<file path="src/dsr_pkg.sv">
`default_nettype none
// ============================================================
// shared constants of the drawing engine subsystem registers
package dsr_pkg;

  // ==========================================================
  // widths
  localparam int unsigned DSR_NUM_EVT = 4;
  localparam int unsigned DSR_ADR_W   = 18;
  localparam int unsigned DSR_DAT_W   = 32;
  localparam int unsigned DSR_IDX_W   = 16;
  localparam int unsigned DSR_COORD_W = 12;

  // ==========================================================
  // register indices, byte address is four times the index
  localparam logic [15:0] DSR_IDX_SYSCFG = 16'h0040;
  localparam logic [15:0] DSR_IDX_EVT    = 16'h42e8;
  localparam logic [15:0] DSR_IDX_AFC    = 16'h4ae8;
  localparam logic [15:0] DSR_IDX_CURY   = 16'h82e8;
  localparam logic [15:0] DSR_IDX_CURY2  = 16'h82ea;
  localparam logic [15:0] DSR_IDX_ENGST  = 16'h9ae8;

  // ==========================================================
  // field positions
  localparam int unsigned DSR_SYSCFG_ENH_BIT = 0;
  localparam int unsigned DSR_EVT_CLR_LSB    = 0;
  localparam int unsigned DSR_EVT_PLANES_BIT = 7;
  localparam int unsigned DSR_EVT_EN_LSB     = 8;
  localparam int unsigned DSR_EVT_RST_LSB    = 14;
  localparam int unsigned DSR_AFC_ENH_BIT    = 0;
  localparam int unsigned DSR_AFC_4BPP_BIT   = 2;
  localparam int unsigned DSR_AFC_LIN_BIT    = 4;
  localparam int unsigned DSR_AFC_MMIO_BIT   = 5;
  localparam int unsigned DSR_ENGST_BUSY_BIT = 9;
  localparam int unsigned DSR_ENGST_EMPTY_BIT = 10;

  // ==========================================================
  // reset values
  localparam logic        DSR_SYSCFG_RST = 1'b0;
  localparam logic [3:0]  DSR_EN_RST     = 4'h0;
  localparam logic [1:0]  DSR_RSTSEL_RST = 2'h0;
  localparam logic [15:0] DSR_AFC_RST    = 16'h0000;
  localparam logic [11:0] DSR_COORD_RST  = 12'h000;
  localparam logic [3:0]  DSR_PEND_RST   = 4'h0;

  // ==========================================================
  // bus answer states, gray coded
  typedef enum logic [1:0] {
    DSR_BUS_IDLE = 2'b00,
    DSR_BUS_ACK  = 2'b01
  } dsr_bus_st_t;

endpackage
`default_nettype wire

</file>
<file path="src/dsr_evt_if.sv">
`default_nettype none
// ============================================================
// event flag carrier between register file and flag block
interface dsr_evt_if;
  logic [3:0] clr;
  logic [3:0] en;
  logic [3:0] pend;
  logic       irq;

  modport ctl (output clr, output en, input pend, input irq);
  modport flg (input clr, input en, output pend, output irq);
endinterface
`default_nettype wire

</file>
<file path="src/dsr_regs.sv">
// Design decision made here: register access over Wishbone.
`default_nettype none
// Functional notes
// - Drawing registers answer only while config bit 0 is one.
// - Each drawing register takes byte or 16-bit word accesses.
// - Reading the event word gives four pending flags in bits 3-0.
// - Writing the event word clears flags selected by bits 3-0.
// - Control bits 11-8 enable the four events for the request.
// - Control bits 15-14 pick an engine reset, applied on write.
// - Event word bit 7 shows four or eight bit plane organisation.
// - Function word bit 0 turns enhanced drawing mode on or off.
// - Function bits 2, 4, 5 pick 4bpp, linear, memory map access.
// - Current vertical coordinate holds 12 bits, 15-12 reserved.
// - Second vertical coordinate holds 12 bits, 15-12 reserved.
// - Engine status bit 9 is busy and bit 10 is command fifo empty.
module dsr_regs
  import dsr_pkg::*;
(
  // clock and reset
  input  wire logic                 clk_i,
  input  wire logic                 rst_i,
  // wishbone classic slave
  input  wire logic                 wb_cyc_i,
  input  wire logic                 wb_stb_i,
  input  wire logic                 wb_we_i,
  input  wire logic [DSR_ADR_W-1:0] wb_adr_i,
  input  wire logic [3:0]           wb_sel_i,
  input  wire logic [DSR_DAT_W-1:0] wb_dat_i,
  output logic      [DSR_DAT_W-1:0] wb_dat_o,
  output logic                      wb_ack_o,
  // engine events, one cycle pulses
  input  wire logic                 vsync_evt_i,
  input  wire logic                 busy_evt_i,
  input  wire logic                 fifo_ovf_evt_i,
  input  wire logic                 fifo_empty_evt_i,
  // engine levels
  input  wire logic                 engine_busy_i,
  input  wire logic                 fifo_all_empty_i,
  input  wire logic                 eight_planes_i,
  // mode outputs
  output logic                      enh_mode_en_o,
  output logic                      four_bpp_o,
  output logic                      linear_addr_en_o,
  output logic                      mmio_en_o,
  // coordinates for drawing commands
  output logic [DSR_COORD_W-1:0]    cur_y_o,
  output logic [DSR_COORD_W-1:0]    cur_y2_o,
  // engine software reset
  output logic [1:0]                eng_rst_sel_o,
  output logic                      eng_rst_stb_o,
  // interrupt request
  output logic                      irq_o
);

  // ==========================================================
  // state
  // bus answer, read data and every software visible field sit
  // in one record, so reset and the next-state copy stay in step
  // the pending flags live in the flag block, not here, so the
  // set-over-clear priority is kept in one place
  typedef struct packed {
    dsr_bus_st_t            bus;
    logic [DSR_DAT_W-1:0]   dat;
    logic                   syscfg;
    logic [3:0]             en;
    logic [1:0]             rst_sel;
    logic                   rst_stb;
    logic [15:0]            afc;
    logic [DSR_COORD_W-1:0] cur_y;
    logic [DSR_COORD_W-1:0] cur_y2;
  } dsr_state_t;

  dsr_state_t s_q;
  dsr_state_t s_d;

  dsr_evt_if evt_bus ();

  logic [DSR_IDX_W-1:0] idx;
  logic                 take;
  logic                 wr;
  logic                 enh;
  logic                 hit_cfg;
  logic                 hit_evt;
  logic                 hit_afc;
  logic                 hit_cury;
  logic                 hit_cury2;
  logic                 hit_engst;
  logic [15:0]          rdata;
  logic [15:0]          wmerge_afc;
  logic [15:0]          wmerge_y;
  logic [15:0]          wmerge_y2;
  logic [3:0]           clr;

  // ==========================================================
  // merge a byte or word write into a 16-bit register
  function automatic logic [15:0] dsr_merge(
    input logic [15:0] old_v,
    input logic [15:0] new_v,
    input logic [1:0]  sel
  );
    logic [15:0] r;
    r = old_v;
    if (sel[0]) begin
      r[7:0] = new_v[7:0];
    end
    if (sel[1]) begin
      r[15:8] = new_v[15:8];
    end
    return r;
  endfunction

  // ==========================================================
  // address decode
  // a request is taken only from idle, so each one is answered once
  // a strobe still high in the ack cycle is ignored, and the master
  // must drop it before the slave is idle again or it is taken twice
  // the index drops the two byte address bits, so the sixteen bit
  // register number compares directly with the package constants
  assign take = wb_cyc_i & wb_stb_i & (s_q.bus == DSR_BUS_IDLE);
  assign wr   = take & wb_we_i;
  assign idx  = wb_adr_i[DSR_ADR_W-1:2];
  assign enh  = s_q.syscfg;

  // the config word itself is always decoded, else it could
  // never be switched back on
  assign hit_cfg   = (idx == DSR_IDX_SYSCFG);
  assign hit_evt   = enh & (idx == DSR_IDX_EVT);
  assign hit_afc   = enh & (idx == DSR_IDX_AFC);
  assign hit_cury  = enh & (idx == DSR_IDX_CURY);
  assign hit_cury2 = enh & (idx == DSR_IDX_CURY2);
  assign hit_engst = enh & (idx == DSR_IDX_ENGST);

  // ==========================================================
  // write data merge
  // reserved bits of the coordinate words are never stored, so the
  // merge starts from zero there and they always read back as zero
  // byte or word lanes
  assign wmerge_afc = dsr_merge(s_q.afc, wb_dat_i[15:0],
                                wb_sel_i[1:0]);
  assign wmerge_y   = dsr_merge({4'h0, s_q.cur_y}, wb_dat_i[15:0],
                                wb_sel_i[1:0]);
  assign wmerge_y2  = dsr_merge({4'h0, s_q.cur_y2}, wb_dat_i[15:0],
                                wb_sel_i[1:0]);

  // ==========================================================
  // flag clears, low byte lane of the control word
  // a clear is a single cycle pulse at the taking edge; an event
  // pulse in the same cycle still sets its flag, so none is lost
  // a write without the low lane never clears anything
  // write ones to clear
  assign clr = (wr & hit_evt & wb_sel_i[0])
             ? wb_dat_i[DSR_EVT_CLR_LSB +: 4] : 4'h0;

  assign evt_bus.clr = clr;
  assign evt_bus.en  = s_q.en;

  // ==========================================================
  // read mux, reserved bits read zero
  // the mux is sampled only at the taking edge, into the answer
  // register, so level inputs need no synchroniser of their own
  // while they are steady around that edge
  // gated drawing addresses fall through to the zero default
  always_comb begin
    rdata = 16'h0000;
    if (hit_cfg) begin
      rdata[DSR_SYSCFG_ENH_BIT] = s_q.syscfg;
    end else if (hit_evt) begin
      rdata[DSR_EVT_CLR_LSB +: 4] = evt_bus.pend;
      rdata[DSR_EVT_PLANES_BIT] = eight_planes_i;
    end else if (hit_afc) begin
      rdata = s_q.afc;
    end else if (hit_cury) begin
      rdata[DSR_COORD_W-1:0] = s_q.cur_y;
    end else if (hit_cury2) begin
      rdata[DSR_COORD_W-1:0] = s_q.cur_y2;
    end else if (hit_engst) begin
      rdata[DSR_ENGST_BUSY_BIT]  = engine_busy_i;
      rdata[DSR_ENGST_EMPTY_BIT] = fifo_all_empty_i;
    end
  end

  // ==========================================================
  // next state
  // the answer takes exactly one cycle; the ack state always returns
  // to idle, so a stuck master cannot hold the slave busy
  // register writes use the same taking edge as the answer, so a
  // read right after a write always sees the new value
  always_comb begin
    s_d         = s_q;
    s_d.rst_stb = 1'b0;
    case (s_q.bus)
      DSR_BUS_IDLE: begin
        if (take) begin
          s_d.bus = DSR_BUS_ACK;
          // unmapped or gated reads answer with zero
          s_d.dat = wb_we_i ? '0 : {16'h0000, rdata};
        end
      end
      DSR_BUS_ACK: begin
        // ack stands one cycle, then the slave idles again
        s_d.bus = DSR_BUS_IDLE;
        s_d.dat = '0;
      end
      default: begin
        s_d.bus = DSR_BUS_IDLE;
      end
    endcase

    if (wr && hit_cfg && wb_sel_i[0]) begin
      s_d.syscfg = wb_dat_i[DSR_SYSCFG_ENH_BIT];
    end

    // high byte of the control word: enables and reset select
    if (wr && hit_evt && wb_sel_i[1]) begin
      s_d.en      = wb_dat_i[DSR_EVT_EN_LSB +: 4];
      s_d.rst_sel = wb_dat_i[DSR_EVT_RST_LSB +: 2];
      s_d.rst_stb = 1'b1;
    end

    if (wr && hit_afc) begin
      s_d.afc = wmerge_afc;
    end

    if (wr && hit_cury) begin
      s_d.cur_y = wmerge_y[DSR_COORD_W-1:0];
    end

    if (wr && hit_cury2) begin
      s_d.cur_y2 = wmerge_y2[DSR_COORD_W-1:0];
    end
  end

  // ==========================================================
  // state register
  always_ff @(posedge clk_i) begin
    if (rst_i) begin
      s_q.bus     <= DSR_BUS_IDLE;
      s_q.dat     <= '0;
      s_q.syscfg  <= DSR_SYSCFG_RST;
      s_q.en      <= DSR_EN_RST;
      s_q.rst_sel <= DSR_RSTSEL_RST;
      s_q.rst_stb <= 1'b0;
      s_q.afc     <= DSR_AFC_RST;
      s_q.cur_y   <= DSR_COORD_RST;
      s_q.cur_y2  <= DSR_COORD_RST;
    end else begin
      s_q <= s_d;
    end
  end

  // ==========================================================
  // event flags
  // event inputs are ordered vsync, busy, overflow, empty from bit 0
  // up, matching the clear and enable bit order of the control word
  dsr_evt_flags u_flags (
    .clk_i (clk_i),
    .rst_i (rst_i),
    .evt_i ({fifo_empty_evt_i, fifo_ovf_evt_i,
             busy_evt_i, vsync_evt_i}),
    .evt   (evt_bus.flg)
  );

  // ==========================================================
  // outputs
  // every output below comes straight from a register, except the ack,
  // a decode of the registered bus state, and the request, a gate of
  // registered flags and enables; neither carries an extra cycle of delay
  assign wb_ack_o = (s_q.bus == DSR_BUS_ACK);
  assign wb_dat_o = s_q.dat;

  assign enh_mode_en_o    = s_q.afc[DSR_AFC_ENH_BIT];
  assign four_bpp_o       = s_q.afc[DSR_AFC_4BPP_BIT];
  assign linear_addr_en_o = s_q.afc[DSR_AFC_LIN_BIT];
  assign mmio_en_o        = s_q.afc[DSR_AFC_MMIO_BIT];

  assign cur_y_o  = s_q.cur_y;
  assign cur_y2_o = s_q.cur_y2;

  // the engine applies the selection on the strobe only
  // the strobe fires on every high byte write, even with an unchanged
  // selection, so software can repeat a reset without toggling it
  assign eng_rst_sel_o = s_q.rst_sel;
  assign eng_rst_stb_o = s_q.rst_stb;

  assign irq_o = evt_bus.irq;

endmodule
`default_nettype wire

</file>
<file path="src/dsr_evt_flags.sv">
`default_nettype none
// ============================================================
// four sticky event flags with enable gating
module dsr_evt_flags
  import dsr_pkg::*;
(
  // clock and reset
  input  wire logic       clk_i,
  input  wire logic       rst_i,
  // event pulses from the engine
  input  wire logic [3:0] evt_i,
  // register file side
  dsr_evt_if.flg          evt
);

  typedef struct packed {
    logic [3:0] pend;
  } dsr_flg_state_t;

  dsr_flg_state_t s_q;
  dsr_flg_state_t s_d;
  logic [3:0]     pend_nxt;

  // ==========================================================
  // per flag: set beats clear so no event is lost
  for (genvar g = 0; g < DSR_NUM_EVT; g++) begin : g_flag
    assign pend_nxt[g] = evt_i[g] | (s_q.pend[g] & ~evt.clr[g]);
  end

  // next state copy
  always_comb begin
    s_d      = s_q;
    s_d.pend = pend_nxt;
  end

  // state register
  always_ff @(posedge clk_i) begin
    if (rst_i) begin
      s_q.pend <= DSR_PEND_RST;
    end else begin
      s_q <= s_d;
    end
  end

  assign evt.pend = s_q.pend;
  assign evt.irq  = |(s_q.pend & evt.en);

endmodule
`default_nettype wire

</file>
<file path="config.mk">
export PLATFORM = sky130hd
export DESIGN_NAME = dsr_regs
export DESIGN_NICKNAME = d
export VERILOG_FILES = /design/src/dsr_pkg.sv /design/src/dsr_evt_if.sv /design/src/dsr_regs.sv /design/src/dsr_evt_flags.sv
export SDC_FILE = /design/constraint.sdc
export NUM_CORES = 1
export LEC_CHECK = 0
export BUFFER_PORTS_ARGS = -buffer_cell sky130_fd_sc_hd__buf_2
export CAP_MARGIN = 20
export CORE_MARGIN = 2
export CORE_UTILIZATION = 53
export CTS_CLUSTER_SIZE = 40
export DETAILED_ROUTE_END_ITERATION = 16
export PLACE_DENSITY_LB_ADDON = 0.15
export SYNTH_ARGS = -nofsm -noshare
export SYNTH_HDL_FRONTEND = slang
export SYNTH_SLANG_ARGS = --single-unit
</file>
<file path="constraint.sdc">
create_clock -name clk_i -period 4.8 [get_ports clk_i]
set_input_delay 0 -clock clk_i [delete_from_list [all_inputs] [get_ports clk_i]]
set_output_delay 0 -clock clk_i [all_outputs]
set_load 0.01 [all_outputs]
</file>
# == Word-level counts from Yosys, hierarchy flattened ==
# Cells that the tools add are included.
# classes
addsub,0
n_mul,0
n_div,0
n_lt_le_gt_ge,0
n_eq_ne,7
shifts,0
n_mux,18
bitwise_logic,24
n_reduce_logical,18
# ops
cell,count
32-bit case mux with 2 select lines,1
"16-bit equality test, second input constant",3
"16-bit by 15-bit equality test with 1-bit output, second input constant",2
32-bit 2-to-1 mux,1
12-bit 2-to-1 mux,2
"16-bit by 7-bit equality test with 1-bit output, second input constant",1
16-bit 2-to-1 mux,1
15-bit 2-to-1 mux,1
1-bit AND,14
2-bit AND reduction,7
4-bit 2-to-1 mux,3
9-bit 2-to-1 mux,1
8-bit 2-to-1 mux,1
1-bit logical AND,7
1-bit inverter,5
4-bit AND,1
1-bit 2-to-1 mux,4
2-bit 2-to-1 mux,2
1-bit bitwise OR,4
4-bit OR reduction,1
3-bit 2-to-1 mux,1
2-bit logical NOT,1
"2-bit inequality test, second input constant",1
2-bit nonzero test,1
2-bit OR reduction,1
# totals
regBits,85
latchBits,0
ram_bits,0
mem_bits_ro,0
input_bits,66
output_inout_bits,65
wordCells,80
mem_count,0

# == Depth between registers and ports, before layout ==
# depth
depth_word,11
depth_mapped,7
depth_no_buf,5

# == Modules after synthesis ==
# A second synthesis with hierarchy kept.
# unflattened
cells_unflattened,370
area_unflattened_um2,3420.8
# modules_own_cells
module,instances,cells_per_inst,area_per_inst_um2,seq_area_each_um2
dsr_regs,1,351,3261.9,1301.2
dsr_evt_flags,1,19,158.9,80.1

# == Worst setup path before layout ==
# Ideal clock, no wire load.
# synth_timing
path_kind,input-to-reg
start,input wb_adr_i[6]
end,"register s_q, in the netlist wb_dat_o[0]"
setup_ns,0.088
arrival_time_ns,1.647
t_required_ns,4.712
setup_slack_ns,3.064
cell_stages,6
n_path_buf,1
cell_sequence,or4b_4 or4_4 nor3_4 buf_6 nand2_2 a311oi_2
# synth_via
elab_chain_len,10
elab_cells_between_ends,17
classes_between,eq/ne: 5; mux: 8; bitwise: 4
# synth_lines
element,line_no,text
start: declaration,dsr_regs.sv:26,"input wire logic [DSR_ADR_W-1:0] wb_adr_i,"
16-bit equality test,dsr_regs.sv:130,assign hit_cury2 = enh & (idx == DSR_IDX_CURY2);
1-bit AND,dsr_regs.sv:130,
9-bit 2-to-1 mux,dsr_regs.sv:174,end else if (hit_cury2) begin
12-bit 2-to-1 mux,dsr_regs.sv:172,end else if (hit_cury) begin
12-bit 2-to-1 mux,dsr_regs.sv:170,end else if (hit_afc) begin
4-bit 2-to-1 mux,dsr_regs.sv:167,end else if (hit_evt) begin
1-bit 2-to-1 mux *,dsr_regs.sv:165,if (hit_cfg) begin
16-bit 2-to-1 mux *,dsr_regs.sv:196,"s_d.dat = wb_we_i ? '0 : {16'h0000, rdata};"
32-bit 2-to-1 mux *,dsr_regs.sv:193,if (take) begin
32-bit case mux with 2 select lines *,dsr_regs.sv:191,case (s_q.bus)
end: declaration,dsr_regs.sv:73,dsr_state_t s_q;
# Mark *: on every way between the ends. The rest lies on a longest branch, timed or not. The select of a mux whose other input is x is not followed.
# A chain may end at the register's enable or synchronous reset.

# == Final worst setup path ==
# layout_timing
start,input wb_adr_i[6]
end,"register s_q, in the netlist cur_y_o[7]"
# layout_via
elab_chain_len,4
# layout_lines
element,line_no,text
16-bit equality test,dsr_regs.sv:129,assign hit_cury = enh & (idx == DSR_IDX_CURY);
1-bit AND,dsr_regs.sv:129,
1-bit logical AND,dsr_regs.sv:224,if (wr && hit_cury) begin
2-bit AND reduction (no line),-,
# No other way between the ends.

==> results.md <==
* FP Rows at 29
* Num CTS Buffers at 9
* Share of cells above drive strength 1 at 0.2973
* F_max at 433.7 MHz
* Final WL at 7.829 mm
* Number of detailed-route iterations in the first pass at 4
* Clock Root Buffer: clkbuf_8
* Mapped cell area at 3452 um^2
* Ys flop type: dfxtp_1
* Ys Warns at 0
* Number of DRC markers in iteration 0 at 158
* Worst min path class: input port to flop
* RSZ-0062 raised after global routing: no
* Placement Cell Area at 3568 um^2
* CP Capture Type: flop
* Worst-margin pin slew at 1.034 ns
* Post-cts resize count at 0
* EDFF count, synth at 0
* # port buffers at 94
* Setup crit start kind: input port
* Count of non-filler cells in the finished layout at 521
* Number of global-route vias before repair at 2686
* Most frequent cell after synthesis: dfxtp_1
* Worst reg-to-reg setup slack at 2.64 ns
* Mapped Cells at 369
* Vias per cell at 5.363
* Grt ovf at 0
* PD cells at 305.1 nW/um^2
* Slew Limit Fails at 0
* Critical Path AT at about 2.5 ns
* H-tree Lvls at 3
* P_sw at 0.2661 mW
* Critical path class: input port to flop
* VDD IR max at 222.4 uV
* Min cycle time layout at 2.306 ns
* Setup violations, final at 0
* Asr flop ratio synth at 0
* Total track usage at 0.2282
* Worst skew pair latency at 0.34 ns
* Post-DP HPWL at 5.379 mm
* Nets at 505
* Clock power frac at 0.470
* Placer Congestion at between 0.8 and 0.9
* Proportion of power drawn by flip-flops and latches at 0.467
* Internal at 0.9706 mW
* Top post-synthesis cells by count: dfxtp_1, buf_4, nor2_1, mux2i_1, nand2_1
* Initial antenna violation count at 0
* Max Cap Viol at 0
* Period utilization at 0.4803
* Syn-to-layout area delta at 17.43%
* Drt drc at 0
* Critical path fanouts, max at 11
* Core area at 6314 um^2
* Final ANT Viol Nets at 0
* Die area at 7175 um^2
* Status: completed
* Avg Cell Area, Syn at 9.355 um^2
* Sw frac at 0.2152
* Synth top area cells: dfxtp_1, mux2i_1, buf_4
* Yosys top cell area share at 0.4001
* Clk sink count at 69
* Chip width at 84.71 um
* Rel. slew slack at 0.3109
* Cell area after layout at ~4000 um^2
* Buffer depth of the longest clock path at 2
* Post-synthesis sequential area ratio at 0.4001
* Fin Setup TNS at 0 ns
* Largest net degree at the start of global routing at 57
* Vias at 2794
* Gate power share at 0.063
* DR WL/cell at around 15 um
* Synth area leader: dfxtp_1
* Netlist cell types at 45
* Final Skew at 0.01072 ns
* Lkg Pwr at 1.964 nW
* First-pass GRT wire length at 13.05 mm
* Count of state elements after synthesis at between 60 and 70
* I/O pin cnt at 131
* Placed cell count at 481
* Required @ worst endpoint at 4.98 ns
* Clock transition at the registers of the reported paths at 0.07 ns
* Chip Height at between 80 and 90 um
* # diodes at 0
* Final hold violations at 0
* Initial Util at 0.5468
* CTS tree: built
[power groups by stage]
stage | Sequential, mW | Clock [mW] | Combinational [mW]
after CTS | 0.577 | 0.589 | 0.0770
after floorplan | 0.590 | 0 | 0.0378
after global routing | 0.578 | 0.614 | 0.0869
after detailed placement | 0.591 | 0 | 0.0625
final | 0.578 | 0.581 | 0.0783
after global placement | 0.591 | 0 | 0.0618
[path summary, 6_finish.rpt]
kind,startpoint,to,cells after the start
min reg2reg,wb_dat_o[8],wb_dat_o[8],2
max,wb_adr_i[6],cur_y_o[7],6
max reg2reg,enh,wb_dat_o[10],5
min,wb_we_i,wb_dat_o[0],3
[routing by layer]
layer  up-vias  track usage  routed length [um]
met2       110       0.3715                3675
met5         -            0                   0
met4         0      0.07504                 142
li1       1374            -                   -
met3        13      0.04621                 599
met1      1297       0.3041                3412
[layout by cell type, fill, tap and decap left out, types with 2 or more instances in the layout]
master / count
a222oi_1: 4
a22o_1: 4
a22oi_1: 7
and3_1: 7
and4_1: 2
and4b_1: 5
buf_2: 94
bufinv_16: 3
clkbuf_8: 10
conb_1: 16
dfxtp_1: 69
dlygate4sd3_1: 23
inv_1: 3
mux2_2: 10
mux2i_1: 47
nand2_1: 16
nand3_1: 8
nand3_2: 2
nand4_1: 3
nor2_1: 58
nor3_1: 9
nor4_1: 6
o2111a_1: 2
o21ai_1: 9
o31ai_1: 2
o32ai_1: 2
[registers in the layout, summed over array words and instances, names as in the netlist]
signal and cells:
eng_rst_stb_o 1, eng_rst_sel_o 2, wb_dat_o 16, cur_y_o 12
s_q 13, evt_bus.en 4, enh_mode_en_o 1, mmio_en_o 1
four_bpp_o 1, cur_y2_o 12, enh 1, linear_addr_en_o 1
u_flags.evt.pend 4
[per-stage QoR]
stage | total power [mW] | setup slack [ns] | hold WS (ns) | utilization
finish | 1.237 | 2.494 | 0.02286 | 0.6421
global route | 1.279 | 2.318 | 0.02705 | 0.6421
detailed placement | 0.6533 | 2.161 | 0.2486 | 0.5652
CTS | 1.243 | 2.539 | 0.01578 | 0.6409
global placement | 0.6526 | 2.200 | 0.2428 | 0.5652
floorplan | 0.6278 | 3.064 | 0.1439 | -
[logic make-up after synthesis]
family / synth area share
other: 0.001086
AND/OR/NAND/NOR: 0.2012
buffers and inverters: 0.1515
flip-flops: 0.4001
multiplexers: 0.1689
AO/OA/AOI/OAI: 0.07720
[final cells by class]
cell class	instances	area [um^2]
timing repair buffer	118	708.2
clock inverter	5	106.4
sequential	69	1381
fill	548	2260
inverter	3	11.26
tap	77	96.34
clock buffer	11	141.4
multi-input combinational	238	1609
[critical path: stages]
cell     delay [ns]
buf_2          0.10
or4b_4         0.55
nor3_1         0.80
and4_1         0.71
mux2i_1        0.27
nor2_1         0.05
[timing repair]
item | CTS | global route
hold endpoints to repair | 53 | 0
setup buffers | 0 | 0
hold buffers | 23 | 0
(Power assumes the default switching activity.)
